$ cat config.mk
export PLATFORM = sky130hd
export DESIGN_NAME = lsu_mem_master_port
export DESIGN_NICKNAME = d
export VERILOG_FILES = /design/src/rtl/lsu_pkg.sv /design/src/rtl/lsu_mem_master_port.sv
export VERILOG_INCLUDE_DIRS = /design/src /design/src/rtl
export SDC_FILE = /design/constraint.sdc
export NUM_CORES = 1
export LEC_CHECK = 0
export ABC_AREA = 1
export BUFFER_PORTS_ARGS = -buffer_cell sky130_fd_sc_hd__buf_2
export CAP_MARGIN = 30
export CORE_MARGIN = 4
export CORE_UTILIZATION = 45
export CTS_CLUSTER_SIZE = 30
export DETAILED_ROUTE_END_ITERATION = 12
export SLEW_MARGIN = 20
export SYNTH_ARGS = -nofsm -noshare
export SYNTH_HDL_FRONTEND = slang
export SYNTH_SLANG_ARGS = --single-unit
$ cat constraint.sdc
create_clock -name clock -period 10 [get_ports clock]
set_input_delay 1 -clock clock [delete_from_list [all_inputs] [get_ports clock]]
set_output_delay 1 -clock clock [all_outputs]
set_load 0.05 [all_outputs]
$ cat src/rtl/lsu_cfg.svh
// Constants of the load-store unit: widths, depths, register offsets and fields
`ifndef LSU_CFG_SVH
`define LSU_CFG_SVH
`define LSU_DW 32
`define LSU_AW 32
`define LSU_BEW 4
`define LSU_BCW 8
`define LSU_MAXBURST 8
`define LSU_OQ_DEPTH 8
`define LSU_REG_CTRL 8'h00
`define LSU_REG_STATUS 8'h04
`define LSU_CTRL_STYLE_LSB 0
`define LSU_CTRL_MAXB_LSB 8
`define LSU_STAT_BUSY_BIT 0
`define LSU_STAT_OUT_LSB 8
`define LSU_STAT_BUF_LSB 16
`endif

$ cat src/rtl/lsu_pkg.sv
// Types shared by the load-store unit
package lsu_pkg;
`include "lsu_cfg.svh"

  // Unit style as software selects it
  typedef enum logic [1:0] {
    STYLE_BURST = 2'h0,
    STYLE_NONALIGNED = 2'h1,
    STYLE_PIPELINED = 2'h2,
    STYLE_NEVERSTALL = 2'h3
  } lsu_style_e;

  // Burst engine states, one-hot
  typedef enum logic [2:0] {
    ST_COLLECT = 3'b001,
    ST_WRBURST = 3'b010,
    ST_RDBURST = 3'b100
  } lsu_state_e;

  // Request from the datapath, lanes already merged into one word
  typedef struct packed {
    logic write;
    logic [`LSU_AW-1:0] addr;
    logic [`LSU_DW-1:0] data;
    logic [`LSU_BEW-1:0] be;
  } lsu_req_s;

  // Command on the memory master port
  typedef struct packed {
    logic read;
    logic write;
    logic [`LSU_AW-1:0] addr;
    logic [`LSU_BCW-1:0] burst;
    logic [`LSU_DW-1:0] wdata;
    logic [`LSU_BEW-1:0] be;
  } lsu_mem_cmd_s;

  // One pending load in return order
  typedef struct packed {
    logic split;
    logic [1:0] off;
  } lsu_ord_s;
endpackage : lsu_pkg

$ cat src/rtl/lsu_mem_master_port.sv
// Load-store unit between the datapath and the memory master port
`timescale 1ns/100ps
`include "lsu_cfg.svh"

// Functional notes
// - Default style follows latency kind of port
// - Buffer contiguous requests, burst at maximum length or when a cycle adds no word
// - Noncontiguous request flushes buffered burst first
// - Nonaligned variant for possibly misaligned elements
// - Spanning element touches both words, still coalesced
// - Pipelined style forwards each request at once
// - Pipelined style never forms bursts
// - Pipelined style keeps several loads outstanding
// - Never-stall style ignores waitrequest, loads still wait for room in the order queue
// - Consecutive lanes merged into one wide access
// - Merged access never wider than port
// - Maximum burst length bounds transfers per command
module lsu_mem_master_port
  import lsu_pkg::*;
#(
  parameter int MAXB = `LSU_MAXBURST, // Deepest burst buffer
  parameter int OQD = `LSU_OQ_DEPTH, // Most loads in flight
  parameter bit VARIABLE_LATENCY = 1'b1, // Port has variable latency
  parameter bit NEVER_STALL_TARGET = 1'b0 // On-chip or unarbitrated fixed latency
) (
  input wire logic clock,
  input wire logic rst,
  input wire logic hsel,
  input wire logic [31:0] haddr,
  input wire logic [1:0] htrans,
  input wire logic hwrite,
  input wire logic [2:0] hsize,
  input wire logic [31:0] hwdata,
  input wire logic hready,
  output logic [31:0] hrdata,
  output logic hreadyout,
  output logic hresp,
  input wire lsu_req_s req,
  input wire logic reqValid,
  output logic reqReady,
  output logic [`LSU_DW-1:0] rspData,
  output logic rspValid,
  output lsu_mem_cmd_s memCmd,
  input wire logic memWaitRequest,
  input wire logic memReadDataValid,
  input wire logic [`LSU_DW-1:0] memReadData
);

  localparam int DW = `LSU_DW;
  localparam int AW = `LSU_AW;
  localparam int BEW = `LSU_BEW;
  localparam int CW = $clog2(MAXB + 1);
  localparam int IW = (MAXB > 1) ? $clog2(MAXB) : 1;
  localparam int QW = (OQD > 1) ? $clog2(OQD) : 1;
  localparam int NW = $clog2(OQD + 1);
  localparam int OFFW = $clog2(BEW);
  localparam lsu_style_e STYLE_RST = VARIABLE_LATENCY ? STYLE_BURST :
    (NEVER_STALL_TARGET ? STYLE_NEVERSTALL : STYLE_PIPELINED);

  ////////////////////////////////////////////////////////////////////////////
  // Register bus slave

  logic aValid; // Data phase pending
  logic aWrite; // Pending phase is a write
  logic [7:0] aAddr; // Pending word offset
  lsu_style_e cfgStyle; // Selected style
  logic [7:0] cfgMaxb; // Burst limit, zero means largest
  logic [31:0] next_hrdata;
  logic next_aValid;
  logic next_aWrite;
  logic [7:0] next_aAddr;
  lsu_style_e next_cfgStyle;
  logic [7:0] next_cfgMaxb;
  logic [31:0] statusWord; // Live state for software

  lsu_state_e state; // Burst engine state
  logic [CW-1:0] bufCnt; // Words held in the buffer
  logic pValid; // Pipelined command slot occupied
  logic [NW-1:0] oqCnt; // Loads in flight

  // Busy, loads in flight and buffered words
  always_comb
  begin
    statusWord = 32'h0;
    statusWord[`LSU_STAT_BUSY_BIT] = (state != ST_COLLECT) || (bufCnt != '0) || pValid || (oqCnt != '0);
    statusWord[`LSU_STAT_OUT_LSB +: 8] = 8'(oqCnt);
    statusWord[`LSU_STAT_BUF_LSB +: 8] = 8'(bufCnt);
  end

  // Address phase capture, read data and control writes
  always_comb
  begin
    next_aValid = hsel && htrans[1] && hready;
    next_aWrite = hwrite;
    next_aAddr = {haddr[7:2], 2'b00};
    next_hrdata = hrdata;
    next_cfgStyle = cfgStyle;
    next_cfgMaxb = cfgMaxb;
    // Data phase of a write updates control
    if (aValid && aWrite && (aAddr == `LSU_REG_CTRL))
    begin
      next_cfgStyle = lsu_style_e'(hwdata[`LSU_CTRL_STYLE_LSB +: 2]);
      next_cfgMaxb = hwdata[`LSU_CTRL_MAXB_LSB +: 8];
    end
    // Read data prepared for the coming data phase
    if (next_aValid && !hwrite)
    begin
      case (next_aAddr)
        `LSU_REG_CTRL: next_hrdata = {16'h0, cfgMaxb, 6'h0, cfgStyle};
        `LSU_REG_STATUS: next_hrdata = statusWord;
        default: next_hrdata = 32'h0;
      endcase
    end
  end

  // Bus registers
  always_ff @(posedge clock or posedge rst)
  begin
    if (rst)
    begin
      aValid <= 1'b0;
      aWrite <= 1'b0;
      aAddr <= 8'h00;
      hrdata <= 32'h0;
      cfgStyle <= STYLE_RST;
      cfgMaxb <= 8'h00;
    end
    else
    begin
      aValid <= next_aValid;
      aWrite <= next_aWrite;
      aAddr <= next_aAddr;
      hrdata <= next_hrdata;
      cfgStyle <= next_cfgStyle;
      cfgMaxb <= next_cfgMaxb;
    end
  end

  // Zero wait states, always OKAY
  assign hreadyout = 1'b1;
  assign hresp = 1'b0;

  ////////////////////////////////////////////////////////////////////////////
  // Request shaping

  logic burstMode; // Either coalescing style
  logic nonal; // Misaligned elements allowed
  logic neverStall; // Waitrequest disregarded
  logic [CW-1:0] effMax; // Burst limit in force
  logic [OFFW-1:0] off; // Byte offset of the element
  logic [AW-1:0] wordAddr; // Word holding the first byte
  logic [2*DW-1:0] wideData; // Element placed over two words
  logic [2*BEW-1:0] wideBe; // Lanes placed over two words
  logic split; // Element spans two words
  logic oqRoom; // A further load may be tracked

  assign burstMode = (cfgStyle == STYLE_BURST) || (cfgStyle == STYLE_NONALIGNED);
  // misaligned handling only in this variant
  assign nonal = (cfgStyle == STYLE_NONALIGNED);
  assign neverStall = (cfgStyle == STYLE_NEVERSTALL);
  assign effMax = ((cfgMaxb == 8'h00) || (cfgMaxb > 8'(MAXB))) ? CW'(MAXB) : cfgMaxb[CW-1:0];
  assign off = nonal ? req.addr[OFFW-1:0] : '0;
  assign wordAddr = {req.addr[AW-1:OFFW], {OFFW{1'b0}}};
  // merged lanes travel as one word with byte enables
  assign wideData = {{DW{1'b0}}, req.data} << {off, 3'b000};
  assign wideBe = {{BEW{1'b0}}, req.be} << off;
  // spanning detected from lanes above the word
  assign split = nonal && (wideBe[2*BEW-1:BEW] != '0);
  assign oqRoom = (oqCnt < NW'(OQD));

  ////////////////////////////////////////////////////////////////////////////
  // Burst coalescing engine

  logic [DW-1:0] bufData [MAXB]; // Buffered write words
  logic [BEW-1:0] bufBe [MAXB]; // Buffered lanes
  logic [AW-1:0] bufAddr; // Address of the first buffered word
  logic bufWrite; // Buffer holds stores
  logic [IW-1:0] beat; // Current write beat
  logic secPend; // Second half of a spanning element
  logic secWrite;
  logic [AW-1:0] secAddr;
  logic [DW-1:0] secData;
  logic [BEW-1:0] secBe;
  lsu_state_e next_state;
  logic [CW-1:0] next_bufCnt;
  logic [AW-1:0] next_bufAddr;
  logic next_bufWrite;
  logic [IW-1:0] next_beat;
  logic next_secPend;
  logic next_secWrite;
  logic [AW-1:0] next_secAddr;
  logic [DW-1:0] next_secData;
  logic [BEW-1:0] next_secBe;
  logic bufWe; // Word enters the buffer
  logic [DW-1:0] bufWeData;
  logic [BEW-1:0] bufWeBe;
  logic srcValid; // Word offered to the buffer
  logic srcWrite;
  logic [AW-1:0] srcAddr;
  logic joinOk; // Offered word extends the burst
  logic burstReady; // Request taken by the engine
  logic burstOrdPush; // Load recorded by the engine

  // Collect, then flush as one command
  always_comb
  begin
    next_state = state;
    next_bufCnt = bufCnt;
    next_bufAddr = bufAddr;
    next_bufWrite = bufWrite;
    next_beat = beat;
    next_secPend = secPend;
    next_secWrite = secWrite;
    next_secAddr = secAddr;
    next_secData = secData;
    next_secBe = secBe;
    bufWe = 1'b0;
    bufWeData = '0;
    bufWeBe = '0;
    srcValid = 1'b0;
    srcWrite = 1'b0;
    srcAddr = '0;
    joinOk = 1'b0;
    burstReady = 1'b0;
    burstOrdPush = 1'b0;
    case (state)
      ST_COLLECT:
      begin
        // Pending upper half goes first
        if (secPend)
        begin
          srcValid = 1'b1;
          srcWrite = secWrite;
          srcAddr = secAddr;
          bufWeData = secData;
          bufWeBe = secBe;
        end
        else if (burstMode && reqValid && (req.write || oqRoom))
        begin
          srcValid = 1'b1;
          srcWrite = req.write;
          srcAddr = wordAddr;
          bufWeData = wideData[DW-1:0];
          bufWeBe = wideBe[BEW-1:0];
        end
        joinOk = (bufCnt == '0) || ((srcAddr == bufAddr + (AW'(bufCnt) << OFFW)) &&
          (srcWrite == bufWrite) && (bufCnt < effMax));
        if (srcValid && joinOk)
        begin
          bufWe = 1'b1;
          next_bufCnt = bufCnt + 1'b1;
          if (bufCnt == '0)
          begin
            next_bufAddr = srcAddr;
            next_bufWrite = srcWrite;
          end
          if (secPend)
            next_secPend = 1'b0;
          else
          begin
            burstReady = 1'b1;
            burstOrdPush = !req.write;
            // upper word queued for the same burst, or for the next one when the lower word fills it
            next_secPend = split;
            next_secWrite = req.write;
            next_secAddr = wordAddr + AW'(BEW);
            next_secData = wideData[2*DW-1:DW];
            next_secBe = wideBe[2*BEW-1:BEW];
          end
          if (bufCnt + 1'b1 == effMax)
            next_state = srcWrite ? ST_WRBURST : ST_RDBURST;
        end
        else if (bufCnt != '0)
          next_state = bufWrite ? ST_WRBURST : ST_RDBURST;
      end
      ST_WRBURST:
      begin
        if (!memWaitRequest)
        begin
          if (CW'(beat) == bufCnt - 1'b1)
          begin
            next_beat = '0;
            next_bufCnt = '0;
            next_state = ST_COLLECT;
          end
          else
            next_beat = beat + 1'b1;
        end
      end
      ST_RDBURST:
      begin
        if (!memWaitRequest)
        begin
          next_bufCnt = '0;
          next_state = ST_COLLECT;
        end
      end
      default: next_state = ST_COLLECT;
    endcase
  end

  always_ff @(posedge clock or posedge rst)
  begin
    if (rst)
    begin
      state <= ST_COLLECT;
      bufCnt <= '0;
      bufAddr <= '0;
      bufWrite <= 1'b0;
      beat <= '0;
      secPend <= 1'b0;
      secWrite <= 1'b0;
      secAddr <= '0;
      secData <= '0;
      secBe <= '0;
    end
    else
    begin
      state <= next_state;
      bufCnt <= next_bufCnt;
      bufAddr <= next_bufAddr;
      bufWrite <= next_bufWrite;
      beat <= next_beat;
      secPend <= next_secPend;
      secWrite <= next_secWrite;
      secAddr <= next_secAddr;
      secData <= next_secData;
      secBe <= next_secBe;
    end
  end

  // Buffer storage, no reset needed
  always_ff @(posedge clock)
  begin
    if (bufWe)
    begin
      bufData[bufCnt[IW-1:0]] <= bufWeData;
      bufBe[bufCnt[IW-1:0]] <= bufWeBe;
    end
  end

  ////////////////////////////////////////////////////////////////////////////
  // Pipelined command slot

  lsu_mem_cmd_s pCmd; // Command in the slot
  logic next_pValid;
  lsu_mem_cmd_s next_pCmd;
  logic slotFree; // Slot can take a new command
  logic pipeReady; // Request taken by the slot

  // each request forwarded with no buffering
  always_comb
  begin
    slotFree = !pValid || !memWaitRequest || neverStall;
    pipeReady = !burstMode && slotFree && (req.write || oqRoom) && (state == ST_COLLECT) && (bufCnt == '0);
    next_pValid = slotFree ? 1'b0 : pValid;
    next_pCmd = pCmd;
    if (pipeReady && reqValid)
    begin
      next_pValid = 1'b1;
      next_pCmd.read = !req.write;
      next_pCmd.write = req.write;
      next_pCmd.addr = wordAddr;
      next_pCmd.burst = `LSU_BCW'(1);
      next_pCmd.wdata = req.data;
      next_pCmd.be = req.be;
    end
  end

  // Slot registers
  always_ff @(posedge clock or posedge rst)
  begin
    if (rst)
    begin
      pValid <= 1'b0;
      pCmd <= '0;
    end
    else
    begin
      pValid <= next_pValid;
      pCmd <= next_pCmd;
    end
  end

  assign reqReady = burstReady || pipeReady;

  // Memory command from whichever path is active
  always_comb
  begin
    memCmd = '0;
    if (state == ST_WRBURST)
    begin
      memCmd.write = 1'b1;
      memCmd.addr = bufAddr;
      memCmd.burst = `LSU_BCW'(bufCnt);
      memCmd.wdata = bufData[beat];
      memCmd.be = bufBe[beat];
    end
    else if (state == ST_RDBURST)
    begin
      memCmd.read = 1'b1;
      memCmd.addr = bufAddr;
      memCmd.burst = `LSU_BCW'(bufCnt);
      memCmd.be = '1;
    end
    else if (pValid)
      memCmd = pCmd;
  end

  ////////////////////////////////////////////////////////////////////////////
  // Load ordering and response assembly

  lsu_ord_s oq [OQD]; // Pending loads, oldest at oqRp
  logic [QW-1:0] oqWp;
  logic [QW-1:0] oqRp;
  logic haveLow; // Lower word of a spanning load held
  logic [DW-1:0] lowWord;
  logic [QW-1:0] next_oqWp;
  logic [QW-1:0] next_oqRp;
  logic [NW-1:0] next_oqCnt;
  logic next_haveLow;
  logic [DW-1:0] next_lowWord;
  logic [DW-1:0] next_rspData;
  logic next_rspValid;
  logic oqPush;
  logic oqPop;
  lsu_ord_s oqIn;
  lsu_ord_s head;
  logic [2*DW-1:0] joined;

  // data leaves in the order loads were taken
  always_comb
  begin
    // new loads accepted while others are in flight
    oqPush = burstOrdPush || (pipeReady && reqValid && !req.write);
    oqIn.split = burstOrdPush && split;
    oqIn.off = burstOrdPush ? 2'(off) : 2'b00;
    head = oq[oqRp];
    oqPop = 1'b0;
    next_haveLow = haveLow;
    next_lowWord = lowWord;
    next_rspData = rspData;
    next_rspValid = 1'b0;
    joined = head.split ? {memReadData, lowWord} : {{DW{1'b0}}, memReadData};
    if (memReadDataValid)
    begin
      if (head.split && !haveLow)
      begin
        next_haveLow = 1'b1;
        next_lowWord = memReadData;
      end
      else
      begin
        next_rspData = joined[{head.off, 3'b000} +: DW];
        next_rspValid = 1'b1;
        next_haveLow = 1'b0;
        oqPop = 1'b1;
      end
    end
    next_oqWp = oqPush ? QW'((oqWp == QW'(OQD - 1)) ? 0 : oqWp + 1'b1) : oqWp;
    next_oqRp = oqPop ? QW'((oqRp == QW'(OQD - 1)) ? 0 : oqRp + 1'b1) : oqRp;
    next_oqCnt = oqCnt + NW'(oqPush) - NW'(oqPop);
  end

  always_ff @(posedge clock or posedge rst)
  begin
    if (rst)
    begin
      oqWp <= '0;
      oqRp <= '0;
      oqCnt <= '0;
      haveLow <= 1'b0;
      lowWord <= '0;
      rspData <= '0;
      rspValid <= 1'b0;
    end
    else
    begin
      oqWp <= next_oqWp;
      oqRp <= next_oqRp;
      oqCnt <= next_oqCnt;
      haveLow <= next_haveLow;
      lowWord <= next_lowWord;
      rspData <= next_rspData;
      rspValid <= next_rspValid;
    end
  end

  // Order entries
  always_ff @(posedge clock)
  begin
    if (oqPush)
      oq[oqWp] <= oqIn;
  end

endmodule : lsu_mem_master_port

==> results of run 1 <==
power by group:
part	leakage (µW)	internal (µW)	switching (µW)
sequential	0.00626	3070	325
clock	0.00108	1480	1020
combinational	0.00668	1080	2840
worst max-delay path, stage by stage, from the launching register on:
cell and delay, ns:
sky130_fd_sc_hd__dfrtp_1 0.52, sky130_fd_sc_hd__clkinv_1 0.46, sky130_fd_sc_hd__fa_1 0.63, sky130_fd_sc_hd__nor2_1 0.16, sky130_fd_sc_hd__nor2_2 0.09, sky130_fd_sc_hd__nor2_4 0.20
sky130_fd_sc_hd__nand3_1 0.16, sky130_fd_sc_hd__clkinv_1 0.10, sky130_fd_sc_hd__nand3_1 0.08, sky130_fd_sc_hd__nand2_1 0.08, sky130_fd_sc_hd__nand2_1 0.05, sky130_fd_sc_hd__nor2_1 0.19
sky130_fd_sc_hd__nand3_1 0.15, sky130_fd_sc_hd__o21ai_2 0.33, sky130_fd_sc_hd__nand2_4 0.38, sky130_fd_sc_hd__inv_2 0.12, sky130_fd_sc_hd__buf_4 0.43, sky130_fd_sc_hd__nand2_4 0.15
sky130_fd_sc_hd__nand2_4 0.13, sky130_fd_sc_hd__inv_2 0.06, sky130_fd_sc_hd__ha_1 0.27, sky130_fd_sc_hd__inv_1 0.08, sky130_fd_sc_hd__ha_1 0.22, sky130_fd_sc_hd__fa_1 0.38
sky130_fd_sc_hd__xor2_1 0.17
synthesized netlist by cell type, types with 6 or more instances:
cell,n
sky130_fd_sc_hd__nor2_1,305
sky130_fd_sc_hd__a31oi_1,21
sky130_fd_sc_hd__o21ai_0,467
sky130_fd_sc_hd__or2_2,7
sky130_fd_sc_hd__mux2_2,14
sky130_fd_sc_hd__edfxtp_1,312
sky130_fd_sc_hd__buf_2,25
sky130_fd_sc_hd__clkinv_1,8
sky130_fd_sc_hd__nand4_1,30
sky130_fd_sc_hd__buf_4,29
sky130_fd_sc_hd__nand3_1,187
sky130_fd_sc_hd__clkbuf_1,142
sky130_fd_sc_hd__ha_1,22
sky130_fd_sc_hd__a21oi_1,104
sky130_fd_sc_hd__nand2_1,718
sky130_fd_sc_hd__o31ai_2,8
sky130_fd_sc_hd__nor3_1,20
sky130_fd_sc_hd__xor2_1,18
sky130_fd_sc_hd__a221o_1,8
sky130_fd_sc_hd__o22ai_1,40
sky130_fd_sc_hd__nor4_1,13
sky130_fd_sc_hd__inv_2,6
sky130_fd_sc_hd__o211ai_1,32
sky130_fd_sc_hd__o21ai_1,24
sky130_fd_sc_hd__dfrtp_1,277
sky130_fd_sc_hd__inv_1,279
sky130_fd_sc_hd__o221ai_1,54
sky130_fd_sc_hd__xnor2_1,8
sky130_fd_sc_hd__buf_1,8
sky130_fd_sc_hd__nand2_2,6
final cells by class:
type / count / share of cell area, %
diodes: 1 / 0.00754
clock buffers: 88 / 5.48
clock inverters: 35 / 1.27
inverters: 293 / 3.35
multi-input cells: 2181 / 32.5
flip-flops and latches: 590 / 49.2
well taps: 846 / 3.19
repair buffers: 289 / 5.01
flip-flops by register name, summed over array words and instances, names as in the netlist, 2 cells and up:
name and cells:
state 3, bufCnt 4, aAddr 6, oq 24, cfgStyle 2, oqCnt 4
cfgMaxb 8, secAddr 30, oqWp 3, secBe 3, secData 24, bufAddr 30
lowWord 32, beat 3, bufData 256, rspData 32, oqRp 3, bufBe 32
hrdata 14, pCmd 69
worst max-delay path by stage:
stage	from	to	cells past startpoint
final	bufCnt[1]	oqCnt[2]	24
after global routing	bufCnt[1]	oqCnt[2]	24
after CTS	oqRp[0]	oqCnt[2]	15
after detailed placement	reqValid	oqCnt[2]	24
after global placement	reqValid	oqCnt[2]	24
after floorplan	rst	aAddr[2]	1
routing by layer:
metal | wire, µm | GRT usage [%]
met3 | 6310 | 4.37
met1 | 38100 | 35.7
met5 | 22 | 0
met4 | 2160 | 7.28
met2 | 40900 | 40.4
kinds of logic after synthesis:
kind of cell,synth area share (%)
AOI/OAI and AO/OA,15.2
xor gates and xnor gates,0.787
adders and majority gates,1.09
buffers and inverters,7.01
DFF,56.4
muxes,0.683
other,0.0260
and+or+nand+nor,18.8
per-stage QoR:
| step | total power [µW] | hold slack [ns] | utilization (%) | setup WS, ns | area [µm²] |
|---|---|---|---|---|---|
| floorplan | 6190 | 0.423 | - | 1.34 | 29000 |
| global placement | 7180 | 0.438 | 48.7 | 3.90 | 30800 |
| detailed placement | 7310 | 0.460 | 48.7 | 3.85 | 30900 |
| CTS | 9830 | 0.478 | 52.3 | 4.10 | 33100 |
| global route | 10500 | 0.485 | 52.4 | 3.86 | 33200 |
| finish | 9820 | 0.480 | 52.4 | 4.23 | 33200 |
==> impl_metrics.sql, run 1 <==
INSERT INTO impl_metrics (metric_group, metric, value, unit) VALUES
('outcome', 'run_status', 'finished, final reports clean', ''),
('routing', 'dr_total_vias', '24300', ''),
('routing', 'firstDrtPassIters', '7', ''),
('timing', 'slew-limit-headroom', '37.5', '%'),
('global_route', 'grt_pass1_vias', '23700', ''),
('finish', 'final_net_count', '3625', ''),
('die', 'die_h', '262', 'µm'),
('die', 'design.core.area', '63300', 'µm²'),
('finish', 'layout_commonest_cell', 'sky130_fd_sc_hd__nand2_1', ''),
('synthesis', 'count_of_flip_flops_with_a_built_in_enable_after_synthesis', '312', ''),
('timing', 'setup_viols_final', '0', ''),
('timing', 'min_cycle_time_layout', '5.77', 'ns'),
('min_path', 'worst_hold_path_type', 'in -> async', ''),
('synthesis', 'synth_area_leader_cell', 'sky130_fd_sc_hd__edfxtp_1', ''),
('clock_tree', 'cts-resized-gates', '0', ''),
('setup_path', 'timing.rr.end', 'oqCnt[2]', ''),
('routing', 'ant_nets', '0', ''),
('placement', 'place.gp.congestion', '0.900', ''),
('clock_tree', 'clkSlewWorstSetupHoldPaths', '0.06', 'ns'),
('die', 'initial_utilization', '45.7', '%'),
('clock_tree', 'post-cts-setup-buffer-count', '0', ''),
('routing', 'postRouteWirelength', '87.5', 'mm'),
('synthesis', 'share_of_the_synthesized_area_in_the_top_cell_type', '32.4', '%'),
('setup_path', 'critPathLaunchType', 'flop', ''),
('synthesis', 'async_reset_ff_share', '47.1', '%'),
('synthesis', 'post_syn_instances', '3246', ''),
('setup_path', 'end_kind', 'flop', ''),
('clock_tree', 'worstSkewPairLatency', '0.61', 'ns'),
('die', 'die_area', '68400', 'µm²'),
('placement', 'dpl_wire_length', '55.8', 'mm'),
('timing', 'period_utilization_post_route', '57.7', '%'),
('global_route', 'track_usage', '25.3', '%'),
('finish', 'areaGrowthSynthToFinish', '14.6', '%'),
('global_route', 'grt_pass1_wl', '135', 'mm'),
('setup_path', 'r2r_start', 'bufCnt[1]', ''),
('die', 'chipWidth', '262', 'µm'),
('finish', 'fillerInstances', '5783', ''),
('finish', 'multiInputGateArea', '10800', 'µm²'),
('finish', 'drive_gt1_share', '13.4', '%'),
('synthesis', 'ys_top_cells_by_area', 'sky130_fd_sc_hd__edfxtp_1, sky130_fd_sc_hd__dfrtp_1, sky130_fd_sc_hd__nand2_1', ''),
('setup_path', 'highest_fanout_seen_on_the_critical_path', '41', ''),
('placement', 'io_buffer_count', '245', ''),
('clock_tree', 'clockRootBuffer', 'sky130_fd_sc_hd__clkbuf_16', ''),
('setup_path', 'rr_worst_depth', '24', ''),
('die', 'io_pins', '324', ''),
('setup_path', 'worst_ep_arrival_time', '6.26', 'ns'),
('clock_tree', 'clock_path_buffers', '3', ''),
('routing', 'drt_drc_violations_left', '0', ''),
('synthesis', 'synth.yosys.seq_area_share', '56.4', '%'),
('global_route', 'pin_count_of_the_biggest_net_entering_global_routing', '140', ''),
('timing', 'final_max_slew_viol_count', '0', ''),
('setup_path', 'timing.setup.critical_path_class', 'reg -> reg', ''),
('setup_path', 'r2r_slack', '4.23', 'ns'),
('global_route', 'grt_antenna_before_repair', '3', ''),
('setup_path', 'worst_ep_required_time', '10.49', 'ns'),
('timing', 'report.final.hold_viol_count', '0', ''),
('power', 'power.ir.vdd_worst', '0.000150', 'V'),
('power', 'p_leak', '0.0140', 'µW'),
('clock_tree', 'cts-buffers-inserted', '68', ''),
('finish', 'final-seq-area', '16300', 'µm²'),
('die', 'std_cell_rows', '92', ''),
('routing', 'vias_per_cell', '5.63', ''),
('finish', 'final_cell_mix', 'sky130_fd_sc_hd__nand2_1, sky130_fd_sc_hd__o21ai_0, sky130_fd_sc_hd__edfxtp_1, sky130_fd_sc_hd__nor2_1, sky130_fd_sc_hd__inv_1', ''),
('timing', 'clock_skew', '0.0166', 'ns'),
('timing', 'setup_tns', '0', 'ns'),
('synthesis', 'postSynthRegisterBits', '590', ''),
('job', 'drv.max_cap_violation_count', '0', ''),
('synthesis', 'netlist-cell-type-count', '56', ''),
('routing', 'initialDrtViolationCount', '2314', ''),
('power', 'power-per-cell-area', '296', 'nW/µm²'),
('synthesis', 'yosys_warnings', '0', '');
Note: power is estimated with default switching activity, not from simulation.
==> run 2: changes to the inputs <==
- PLACE_DENSITY: unset -> 0.66
- clock period: 10 -> 4.96 ns (I/O delays scaled with it)
==> run 2 against run 1 <==
Sequential cell count unchanged. First-iteration DRC count is 1.3% lower. Via count decreased by 2.2%. Critical path depth decreased by 4. Core utilization increased by 0.34 points. Global-route usage down 1.6 points. Wire length down 5.6%. Register-to-register slack worse by 3.6 ns. Final area rose by 0.64%. Cell count up 0.32%. Power increased by 100%. Die area did not move.
==> impl_metrics.sql, run 2 (synthesis results as in run 1) <==
INSERT INTO impl_metrics (metric_group, metric, value, unit) VALUES
('outcome', 'run_status', 'finished, final reports clean', ''),
('min_path', 'min_delay_path_depth', '1', ''),
('die', 'design.core.area', '63300', 'µm²'),
('timing', 'report.final.hold_viol_count', '0', ''),
('timing', 'setup_tns', '0', 'ns'),
('finish', 'final_net_count', '3640', ''),
('setup_path', 'r2r_slack', '0.59', 'ns'),
('timing', 'period_utilization_post_route', '88.6', '%'),
('clock_tree', 'post-cts-setup-buffer-count', '0', ''),
('global_route', 'pin_count_of_the_biggest_net_entering_global_routing', '83', ''),
('global_route', 'grt_antenna_before_repair', '1', ''),
('global_route', 'global_route.overflow_total', '0', ''),
('min_path', 'hold_path_end', 'aAddr[4]', ''),
('timing', 'finalWorstSetupSlack', '0.567', 'ns'),
('clock_tree', 'ctsHtreeMaxLevel', '3', ''),
('routing', 'firstDrtPassIters', '6', ''),
('placement', 'pre_cts_slack', '0.604', 'ns'),
('setup_path', 'timing.rr.end', 'oqCnt[2]', ''),
('setup_path', 'rr_worst_depth', '27', ''),
('die', 'io_pins', '324', ''),
('routing', 'ant_nets', '0', ''),
('die', 'die_area', '68400', 'µm²'),
('finish', 'utilization', '52.7', '%'),
('routing', 'postRouteWirelength', '82.6', 'mm'),
('clock_tree', 'hold_buffers', '4', ''),
('placement', 'place_area', '31000', 'µm²'),
('timing', 'worst_pin_slew', '0.962', 'ns'),
('timing', 'slew-limit-headroom', '35.9', '%'),
('setup_path', 'end_kind', 'primary output', ''),
('global_route', 'grt_pass1_vias', '22000', ''),
('clock_tree', 'cts-buffers-inserted', '67', ''),
('die', 'die_h', '262', 'µm'),
('clock_tree', 'clockRootBuffer', 'sky130_fd_sc_hd__clkbuf_16', ''),
('finish', 'drive_gt1_share', '14.1', '%'),
('routing', 'initialDrtViolationCount', '2285', ''),
('power', 'p_leak', '0.0142', 'µW'),
('finish', 'largest_register_ffs', '256', ''),
('timing', 'grt_setup_unrepaired', 'false', ''),
('setup_path', 'critPathLaunchType', 'flop', ''),
('timing', 'setup_viols_final', '0', ''),
('clock_tree', 'clkSlewWorstSetupHoldPaths', '0.06', 'ns'),
('clock_tree', 'worstSkewPairLatency', '0.61', 'ns'),
('clock_tree', 'tritoncts', 'yes', ''),
('finish', 'areaGrowthSynthToFinish', '15.4', '%'),
('global_route', 'grt_pass1_wl', '127', 'mm'),
('setup_path', 'worst_ep_required_time', '4.46', 'ns'),
('routing', 'vias_per_cell', '5.48', ''),
('timing', 'min_cycle_time_layout', '4.39', 'ns'),
('min_path', 'worst_hold_path_type', 'in -> reg', ''),
('die', 'std_cell_rows', '92', ''),
('clock_tree', 'clock_path_buffers', '3', ''),
('die', 'initial_utilization', '45.7', '%'),
('placement', 'place.gp.congestion', '0.898', ''),
('job', 'drv.max_cap_violation_count', '0', ''),
('routing', 'dr_total_vias', '23800', ''),
('die', 'chipWidth', '262', 'µm'),
('placement', 'io_buffer_count', '245', ''),
('clock_tree', 'cts-resized-gates', '0', ''),
('timing', 'clock_skew', '0.0289', 'ns'),
('power', 'power_frac_clock', '26.0', '%'),
('power', 'power-per-cell-area', '593', 'nW/µm²'),
('setup_path', 'timing.setup.critical_path_class', 'reg -> out', ''),
('power', 'seqPwrFrac', '34.3', '%'),
('power', 'cell_internal_pwr', '11500', 'µW'),
('power', 'logic_gate_share_of_total_power', '39.6', '%'),
('finish', 'layout_commonest_cell', 'sky130_fd_sc_hd__nand2_1', ''),
('setup_path', 'r2r_start', 'cfgMaxb[0]', ''),
('power', 'power.ir.vdd_worst', '0.000615', 'V'),
('placement', 'dpl_wire_length', '53.6', 'mm'),
('finish', 'fin_area', '33400', 'µm²'),
('global_route', 'track_usage', '23.7', '%'),
('finish', 'final_cell_mix', 'sky130_fd_sc_hd__nand2_1, sky130_fd_sc_hd__o21ai_0, sky130_fd_sc_hd__edfxtp_1, sky130_fd_sc_hd__nor2_1, sky130_fd_sc_hd__inv_1', ''),
('power', 'proportion_of_total_power_due_to_net_switching', '41.9', '%'),
('finish', 'antenna_cells_inserted', '0', ''),
('routing', 'avgRoutedWirePerCell', '19.0', 'µm'),
('setup_path', 'worst_ep_arrival_time', '3.90', 'ns'),
('timing', 'fmax', '0.228', 'GHz'),
('power', 'netSwitchingPower', '8300', 'µW'),
('routing', 'drt_drc_violations_left', '0', ''),
('timing', 'final_max_slew_viol_count', '0', ''),
('clock_tree', 'clock_sinks', '590', ''),
('min_path', 'worstHoldStart', 'haddr[4]', ''),
('setup_path', 'highest_fanout_seen_on_the_critical_path', '6', '');
-- run 2: worst max path at each step --
stage,from,endpoint
after floorplan,bufCnt[1],bufBe[2][0]
after global placement,cfgMaxb[7],oqCnt[2]
after detailed placement,cfgMaxb[7],oqCnt[2]
after CTS,cfgMaxb[7],reqReady
after global routing,cfgMaxb[0],oqCnt[2]
final,cfgMaxb[0],reqReady
-- run 2: final cells by class --
class / count / area, µm²
fillers: 5782 / 29900
well taps: 846 / 1060
multi-input cells: 2181 / 10800
clock inverters: 33 / 407
clock buffers: 89 / 1890
flip-flops and latches: 590 / 16300
inverters: 293 / 1110
repair buffers: 305 / 1820
-- run 2: metrics by stage --
step	std cells	hold WS, ns	power (µW)
floorplan	3270	0.423	12500
global placement	4210	0.435	14600
detailed placement	4210	0.443	14700
CTS	4336	0.000649	19900
global route	4337	0.00292	21000
finish	4337	0.0276	19800
-- run 2: power groups by stage --
stage	Clock, µW	Combinational (µW)	Sequential (µW)
final	5150	7850	6800
after global routing	5430	8720	6890
after CTS	5240	7840	6780
after detailed placement	0	7810	6860
after global placement	0	7700	6850
after floorplan	0	5340	7150
-- run 2: layer usage --
layer | track usage, % | up-vias | wire (µm)
li1 | - | 11400 | -
met4 | 6.27 | 0 | 2030
met1 | 33.9 | 11400 | 36700
met2 | 37.6 | 852 | 38100
met5 | 0 | - | 0
met3 | 4.06 | 128 | 5770
-- run 2: worst max-delay path, stage by stage, from the launching register on --
cell and delay, ns:
sky130_fd_sc_hd__dfrtp_1 0.42, sky130_fd_sc_hd__nor2_1 0.10, sky130_fd_sc_hd__nand2_1 0.07, sky130_fd_sc_hd__o21ai_0 0.22, sky130_fd_sc_hd__inv_1 0.10, sky130_fd_sc_hd__nand2_1 0.12, sky130_fd_sc_hd__inv_1 0.06, sky130_fd_sc_hd__ha_1 0.28
sky130_fd_sc_hd__a21o_1 0.16, sky130_fd_sc_hd__a21oi_1 0.19, sky130_fd_sc_hd__nand3_1 0.11, sky130_fd_sc_hd__nor2_1 0.15, sky130_fd_sc_hd__nand2_1 0.07, sky130_fd_sc_hd__nor2_1 0.13, sky130_fd_sc_hd__nand2_1 0.07, sky130_fd_sc_hd__nor2_1 0.09
sky130_fd_sc_hd__nand3_1 0.10, sky130_fd_sc_hd__o21ai_2 0.30, sky130_fd_sc_hd__nand2_4 0.08, sky130_fd_sc_hd__nand2_1 0.16, sky130_fd_sc_hd__buf_2 0.30
